`src/design/rtcal_pkg.sv`:
```
package rtcal_pkg;
  // Register addresses of the alarm group
  localparam logic [3:0] ADDR_WEEKLY_MINUTE = 4'h8;
  localparam logic [3:0] ADDR_WEEKLY_HOUR = 4'h9;
  localparam logic [3:0] ADDR_WEEKLY_DAY_MASK = 4'ha;
  localparam logic [3:0] ADDR_DAILY_MINUTE = 4'hb;
  localparam logic [3:0] ADDR_DAILY_HOUR = 4'hc;

  // Implemented field widths, low-aligned in each byte
  localparam int MINUTE_W = 7;
  localparam int HOUR_W = 6;
  localparam int MASK_W = 7;
  localparam int WEEKDAY_W = 3;

  // Position of the afternoon / tens-of-twenty bit in an hour byte
  localparam int HOUR_PM_BIT = 5;

  // Values after reset, every field cleared
  localparam logic [MINUTE_W-1:0] RST_MINUTE = 7'h00;
  localparam logic [HOUR_W-1:0] RST_HOUR = 6'h00;
  localparam logic [MASK_W-1:0] RST_MASK = 7'h00;
  localparam logic [7:0] RST_RDATA = 8'h00;

  // Hour codes of midnight and noon in 12-hour mode
  localparam logic [HOUR_W-1:0] HOUR12_MIDNIGHT = 6'h12;
  localparam logic [HOUR_W-1:0] HOUR12_NOON = 6'h32;

  // Running time counters as seen by the comparators
  typedef struct packed {
    logic [WEEKDAY_W-1:0] weekday;
    logic [HOUR_W-1:0] hour;
    logic [MINUTE_W-1:0] minute;
  } rtcal_time_t;

  // One register access from the serial interface core
  typedef struct packed {
    logic wr;
    logic [3:0] addr;
    logic [7:0] wdata;
  } rtcal_req_t;
endpackage

```
`src/design/rtcal_alarm_regs.sv`:
```
// How it works
// - Weekday mask at address Ah, bit 7 unused
// - Weekly hour at 9h, bits 7-6 zero
// - Daily minute at Bh, bits 6-0
// - Daily hour at Ch, bits 5-0
// - Weekly hour bit 5 is PM or tens-of-twenty
// - Daily hour bit 5 is PM or tens-of-twenty
// - Midnight codes 12, noon codes 32
// - Mask bit n matches weekday counter n
// - All-zero mask silences weekly alarm
`timescale 1ns/100ps
module rtcal_alarm_regs
(
  input wire logic i_core_clk,
  input wire logic i_srst,
  input wire rtcal_pkg::rtcal_req_t i_req,
  input wire rtcal_pkg::rtcal_time_t i_time,
  output logic [7:0] o_reg_rdata,
  output logic o_weekly_match,
  output logic o_daily_match
);

  // Stored alarm settings
  logic [rtcal_pkg::MINUTE_W-1:0] weekly_alarm_minute; // Weekly minute, BCD
  logic [rtcal_pkg::HOUR_W-1:0] weekly_alarm_hour; // Weekly hour, BCD
  logic [rtcal_pkg::MASK_W-1:0] weekday_mask_bits; // One bit per weekday value
  logic [rtcal_pkg::MINUTE_W-1:0] daily_alarm_minute; // Daily minute, BCD
  logic [rtcal_pkg::HOUR_W-1:0] daily_alarm_hour; // Daily hour, BCD

  // Combinational next values
  logic [7:0] next_rdata; // Read mux result
  logic next_weekly_match; // Weekly compare result
  logic next_daily_match; // Daily compare result

  // Field views of the stored hours and the daily minute
  logic weekly_alarm_hour_tens_hi; // PM flag or hour tens-of-twenty
  logic daily_alarm_pm_flag; // PM flag or hour tens-of-twenty
  logic daily_alarm_minute_tens_hi; // Minute tens-of-forty digit

  assign weekly_alarm_hour_tens_hi = weekly_alarm_hour[rtcal_pkg::HOUR_PM_BIT];
  assign daily_alarm_pm_flag = daily_alarm_hour[rtcal_pkg::HOUR_PM_BIT];
  assign daily_alarm_minute_tens_hi = daily_alarm_minute[rtcal_pkg::MINUTE_W-1];

  // Write strobe for one address
  function automatic logic wr_hit(input rtcal_pkg::rtcal_req_t req, input logic [3:0] addr);
    wr_hit = req.wr && (req.addr == addr);
  endfunction

  // Selects the mask bit of the current weekday; code 7 never matches
  function automatic logic day_hit(input logic [rtcal_pkg::MASK_W-1:0] mask,
                                   input logic [rtcal_pkg::WEEKDAY_W-1:0] day);
    logic hit;
    hit = 1'b0;
    if (day < 3'h7)
    begin
      hit = mask[day];
    end
    day_hit = hit;
  endfunction

  // Weekly minute register, bit 7 dropped on write
  always_ff @(posedge i_core_clk)
  begin
    if (i_srst)
    begin
      weekly_alarm_minute <= rtcal_pkg::RST_MINUTE;
    end
    else if (wr_hit(i_req, rtcal_pkg::ADDR_WEEKLY_MINUTE))
    begin
      weekly_alarm_minute <= i_req.wdata[rtcal_pkg::MINUTE_W-1:0];
    end
  end

  // Weekly hour register, bits 7-6 dropped on write
  always_ff @(posedge i_core_clk)
  begin
    if (i_srst)
    begin
      weekly_alarm_hour <= rtcal_pkg::RST_HOUR;
    end
    else if (wr_hit(i_req, rtcal_pkg::ADDR_WEEKLY_HOUR))
    begin
      weekly_alarm_hour <= i_req.wdata[rtcal_pkg::HOUR_W-1:0];
    end
  end

  // Weekday mask register, bit 7 dropped on write
  always_ff @(posedge i_core_clk)
  begin
    if (i_srst)
    begin
      weekday_mask_bits <= rtcal_pkg::RST_MASK;
    end
    else if (wr_hit(i_req, rtcal_pkg::ADDR_WEEKLY_DAY_MASK))
    begin
      weekday_mask_bits <= i_req.wdata[rtcal_pkg::MASK_W-1:0];
    end
  end

  // Daily minute register
  always_ff @(posedge i_core_clk)
  begin
    if (i_srst)
    begin
      daily_alarm_minute <= rtcal_pkg::RST_MINUTE;
    end
    else if (wr_hit(i_req, rtcal_pkg::ADDR_DAILY_MINUTE))
    begin
      daily_alarm_minute <= i_req.wdata[rtcal_pkg::MINUTE_W-1:0];
    end
  end

  // Daily hour register
  always_ff @(posedge i_core_clk)
  begin
    if (i_srst)
    begin
      daily_alarm_hour <= rtcal_pkg::RST_HOUR;
    end
    else if (wr_hit(i_req, rtcal_pkg::ADDR_DAILY_HOUR))
    begin
      daily_alarm_hour <= i_req.wdata[rtcal_pkg::HOUR_W-1:0];
    end
  end

  // Read mux, unused upper bits and other addresses read zero
  always_comb
  begin
    next_rdata = 8'h00;
    case (i_req.addr)
      rtcal_pkg::ADDR_WEEKLY_MINUTE: next_rdata = {1'b0, weekly_alarm_minute};
      rtcal_pkg::ADDR_WEEKLY_HOUR: next_rdata = {2'b00, weekly_alarm_hour};
      rtcal_pkg::ADDR_WEEKLY_DAY_MASK: next_rdata = {1'b0, weekday_mask_bits};
      rtcal_pkg::ADDR_DAILY_MINUTE: next_rdata = {1'b0, daily_alarm_minute};
      rtcal_pkg::ADDR_DAILY_HOUR: next_rdata = {2'b00, daily_alarm_hour};
      default: next_rdata = 8'h00;
    endcase
  end

  // Registered read data
  always_ff @(posedge i_core_clk)
  begin
    if (i_srst)
    begin
      o_reg_rdata <= rtcal_pkg::RST_RDATA;
    end
    else
    begin
      o_reg_rdata <= next_rdata;
    end
  end

  // Comparators; hour codes compared raw, so the counters share the mode
  always_comb
  begin
    // Bit 5 compared as stored: PM flag or tens digit alike
    next_daily_match = (daily_alarm_hour == i_time.hour) &&
                       (daily_alarm_minute == i_time.minute);
    // Empty mask never hits any weekday
    next_weekly_match = day_hit(weekday_mask_bits, i_time.weekday) &&
                        (weekly_alarm_hour == i_time.hour) &&
                        (weekly_alarm_minute == i_time.minute);
  end

  // Match outputs, a level while the time equals the setting
  always_ff @(posedge i_core_clk)
  begin
    if (i_srst)
    begin
      o_weekly_match <= 1'b0;
      o_daily_match <= 1'b0;
    end
    else
    begin
      o_weekly_match <= next_weekly_match;
      o_daily_match <= next_daily_match;
    end
  end

  // Mask write lands in the low seven bits
  chk_mask_write_lands: assert property (@(posedge i_core_clk) disable iff (i_srst)
    (i_req.wr && i_req.addr == 4'ha) |=> (weekday_mask_bits == $past(i_req.wdata[6:0])))
    else $error("mask write lost");

  // Weekly hour write and read back with top bits zero
  chk_whour_readback: assert property (@(posedge i_core_clk) disable iff (i_srst)
    (i_req.wr && i_req.addr == 4'h9) ##1 (i_req.addr == 4'h9 && !i_req.wr)
    |=> (o_reg_rdata == {2'b00, $past(i_req.wdata[5:0], 2)}))
    else $error("weekly hour readback wrong");

  // Daily minute write lands
  chk_dmin_write_lands: assert property (@(posedge i_core_clk) disable iff (i_srst)
    (i_req.wr && i_req.addr == 4'hb) |=> (daily_alarm_minute == $past(i_req.wdata[6:0])))
    else $error("daily minute write lost");

  // Daily hour write lands
  chk_dhour_write_lands: assert property (@(posedge i_core_clk) disable iff (i_srst)
    (i_req.wr && i_req.addr == 4'hc) |=> (daily_alarm_hour == $past(i_req.wdata[5:0])))
    else $error("daily hour write lost");

  // Weekly match needs bit 5 agreement
  chk_weekly_pm_agree: assert property (@(posedge i_core_clk) disable iff (i_srst)
    o_weekly_match |-> ($past(weekly_alarm_hour_tens_hi) == $past(i_time.hour[5])))
    else $error("weekly match with bit 5 mismatch");

  // Daily match needs bit 5 agreement
  chk_daily_pm_agree: assert property (@(posedge i_core_clk) disable iff (i_srst)
    o_daily_match |-> ($past(daily_alarm_pm_flag) == $past(i_time.hour[5])))
    else $error("daily match with bit 5 mismatch");

  // Noon code 32 matches counter code 32
  chk_noon_code: assert property (@(posedge i_core_clk) disable iff (i_srst)
    (daily_alarm_hour == 6'h32 && i_time.hour == 6'h32 && daily_alarm_minute == i_time.minute)
    |=> o_daily_match)
    else $error("noon code did not match");

  // Weekly match only on a selected weekday
  chk_weekday_select: assert property (@(posedge i_core_clk) disable iff (i_srst)
    o_weekly_match |-> ($past(i_time.weekday) != 3'h7 &&
                        $past(weekday_mask_bits[i_time.weekday])))
    else $error("weekly match on unselected day");

  // Empty mask suppresses the weekly output
  chk_empty_mask: assert property (@(posedge i_core_clk) disable iff (i_srst)
    (weekday_mask_bits == 7'h00) |=> !o_weekly_match)
    else $error("weekly match with empty mask");

  // Daily match follows the comparison one cycle later
  chk_daily_compare: assert property (@(posedge i_core_clk) disable iff (i_srst)
    ((daily_alarm_hour == i_time.hour) && (daily_alarm_minute == i_time.minute))
    |=> o_daily_match)
    else $error("daily match missed");

  // Mask read shows bit 7 as zero
  chk_mask_top_zero: assert property (@(posedge i_core_clk) disable iff (i_srst)
    (i_req.addr == 4'ha) |=> (o_reg_rdata[7] == 1'b0 &&
                              o_reg_rdata[6:0] == $past(weekday_mask_bits)))
    else $error("mask read wrong");

  // Daily minute tens-of-forty reads back in bit 6
  chk_dmin_tens_read: assert property (@(posedge i_core_clk) disable iff (i_srst)
    (i_req.addr == 4'hb) |=> (o_reg_rdata[6] == $past(daily_alarm_minute_tens_hi)))
    else $error("minute tens bit read wrong");

endmodule

```
`config.mk`:
```
export PLATFORM = sky130hd
export DESIGN_NAME = rtcal_alarm_regs
export DESIGN_NICKNAME = d
export VERILOG_FILES = /design/src/design/rtcal_pkg.sv /design/src/design/rtcal_alarm_regs.sv
export SDC_FILE = /design/constraint.sdc
export NUM_CORES = 1
export LEC_CHECK = 0
export BUFFER_PORTS_ARGS = -buffer_cell sky130_fd_sc_hd__buf_2
export CORE_ASPECT_RATIO = 2
export CORE_MARGIN = 4
export CORE_UTILIZATION = 55
export DETAILED_ROUTE_END_ITERATION = 10
export PLACE_DENSITY = 0.89
export SLEW_MARGIN = 20
export SYNTH_ARGS = -nofsm -noshare
export SYNTH_HDL_FRONTEND = slang
export SYNTH_SLANG_ARGS = --single-unit
```
`constraint.sdc`:
```
create_clock -name i_core_clk -period 1.9 [get_ports i_core_clk]
set_clock_uncertainty 0.05 [all_clocks]
set_input_delay 0.095 -clock i_core_clk [delete_from_list [all_inputs] [get_ports i_core_clk]]
set_output_delay 0.095 -clock i_core_clk [all_outputs]
set_load 0.005 [all_outputs]
```
==> flow_summary.json <==
{
  "slew_headroom_pct": 58.34,
  "yosysMostFrequentCell": "dfxtp_1",
  "synth_common_cells": "dfxtp_1, a21oi_1, nand2_1",
  "dp_hpwl_um": 3916,
  "vias": 1839,
  "grt_pass1_wl_um": 8466,
  "drt_wl_total_um": 5292,
  "chipHeight_um": 93.88,
  "status": "complete, no violations",
  "die_area_um2": 4782,
  "netlist_area_um2": 2028,
  "critPathMaxFanout": 3,
  "setup_violations": 0,
  "max_freq_ghz": 0.7251,
  "area_growth_pct": 15.92,
  "timing.rr.start": "weekday_mask_bits[3]",
  "reg2reg_depth": 3,
  "cts_resized": 0,
  "rsz0062_at_grt": "false",
  "slew_violations": 0,
  "synth_seq_cells": 42,
  "cp.arrival_ps": 1500,
  "cts_buffers": 5,
  "grt_pass1_vias": 1855,
  "final_core_util_pct": 65.18,
  "cts.sinks": 42,
  "min_period_ps": 1379,
  "regToRegSetupSlack_ps": 520,
  "synth_area_leaders": "dfxtp_1, mux2i_1, a21oi_1",
  "clockBufferDepth": 2,
  "hold_path_class": "primary input to flop",
  "avgViaCountPerCell": 5.894,
  "cap_violations": 0,
  "die_x_um": 50.94,
  "post_dp_cell_area_um2": 2241,
  "cts_hold_buffers": 0,
  "synth-main-ff-cell": "dfxtp_1",
  "hold_viol_final": 0,
  "drt_iter0_drc": 43,
  "postCtsSetupRepairBufs": 0,
  "yosys.cell_types.count": 28,
  "synth_top_area_share_pct": 41.46,
  "ys_warn_count": 0,
  "nNetsFinal": 293,
  "syn_inst": 227,
  "stdcell_area_um2": 2351,
  "async_reset_ff_share_pct": 0,
  "worstSetupPathType": "flop to flop",
  "p_leak_nw": 0.9182,
  "yosysSeqAreaShare_pct": 41.46,
  "htreeDepth": 2,
  "wire_per_inst_um": 16.96,
  "r2r_end": "o_weekly_match",
  "cts_tree": "done",
  "cts-root-buf": "clkbuf_8",
  "irDropWorstVdd_mv": 0.6704,
  "drc": 0,
  "drive_gt1_share_pct": 20.91,
  "port_buffers": 38,
  "ioPinCount": 41,
  "fillCellCount": 308,
  "num_antenna_cells": 0,
  "synth_nets": 258,
  "tightest_slew_ps": 624.9,
  "cp-start-kind": "flop",
  "path_clk_slew_ps": 80,
  "synth_edf_count": 0,
  "end_kind": "flop",
  "required_ps": 2020,
  "rows": 31,
  "initial_utilization_pct": 56.23,
  "antenna_found_initial": 0,
  "drtPass1Iterations": 4,
  "grt_max_degree": 37,
  "startpoint": "weekday_mask_bits[3]",
  "ant_nets": 0,
  "clkLatencyLatePin_ps": 290,
  "grt_overflow": 0,
  "timing.final.crit_share_pct": 72.59,
  "crit_path_end": "o_weekly_match",
  "tns_ps": 0,
  "coreArea_um2": 3607,
  "avgSynthCellArea_um2": 8.935,
  "gp_congestion": 0.9564,
  "synth_top_cell_by_area": "dfxtp_1",
  "track_usage_pct": 23.94,
  "powerDensity_nw_per_um2": 736.4
}
cells by family after synthesis:
logic type             share of synthesized area (%)
buffers and inverters                          2.653
AO/OA/AOI/OAI                                  11.35
AND/OR/NAND/NOR                                21.65
XOR/XNOR                                       11.23
flip-flops                                     41.46
other                                         0.1849
multiplexers                                   11.47
area by class of cell:
class | instances | area [um^2] | area share, %
multi-input cells | 173 | 1134 | 48.22
repair buffers | 40 | 205.2 | 8.728
well taps | 49 | 61.31 | 2.608
clock buffers | 8 | 110.1 | 4.683
flip-flops and latches | 42 | 840.8 | 35.76
layout by cell type (no fill, tap or decap):
cell / n
dfxtp_1: 42
buf_2: 38
a21oi_1: 33
nand2_1: 26
mux2i_1: 21
nand3_1: 20
nor2_1: 19
xnor2_1: 16
xor2_1: 10
clkbuf_8: 8
a22oi_1: 6
nand4_1: 4
nor4_1: 4
and4bb_2: 2
buf_4: 2
nor4b_4: 1
nand3b_4: 1
o21ai_0: 1
nand3b_1: 1
nor3b_4: 1
and3b_1: 1
nand3_2: 1
mux4_2: 1
o22ai_1: 1
or3_1: 1
a32oi_1: 1
conb_1: 1
routing by layer:
layer | global-route usage, % | up-vias | part of all wire [%]
met1 | 22.75 | 852 | 34
met3 | 4.769 | 32 | 5.0
met4 | 18.20 | 0 | 6.8
li1 | - | 869 | -
met2 | 43.00 | 86 | 54
met5 | 0 | - | 0
flip-flops by register name, summed over array words and instances (netlist names):
register and flops:
o_reg_rdata 7, o_weekly_match 1, daily_alarm_hour 6, o_daily_match 1
weekly_alarm_minute 7, weekly_alarm_hour 6, weekday_mask_bits 7, daily_alarm_minute 7
worst min path at each step:
stage	to	depth (start not counted)	from	slack, ps
4_1_cts	weekly_alarm_minute[6]	3	i_req[6]	30
5_1_grt	daily_alarm_hour[1]	3	i_req[1]	50
2_1_floorplan	daily_alarm_minute[0]	2	i_req[0]	190
3_5_place_dp	daily_alarm_minute[6]	3	i_req[6]	340
6_report	weekly_alarm_minute[6]	3	i_req[6]	30
3_3_place_gp	daily_alarm_minute[6]	3	i_req[6]	330
through the flow:
stage	cells	setup WS (ps)	power, mW	hold slack (ps)
global route	312	478.9	1.782	52.85
CTS	312	525.6	1.737	31.42
floorplan	227	762.0	1.009	188.9
finish	312	520.8	1.731	34.98
global placement	304	419.5	1.078	325.3
detailed placement	304	382.4	1.084	336.8
worst max-delay path, cell delays in order, from the launching register on:
cell and delay [ps]:
dfxtp_1 330, mux4_2 470, mux2i_1 290, nor4_1 120
where the power goes:
part	total (mW)	internal [mW]	switching, mW
Clock	0.664	0.367	0.297
Combinational	0.170	0.0681	0.102
Sequential	0.897	0.888	0.00883
Total	1.73	1.32	0.408
No activity file was read; power rests on OpenSTA's default activity.
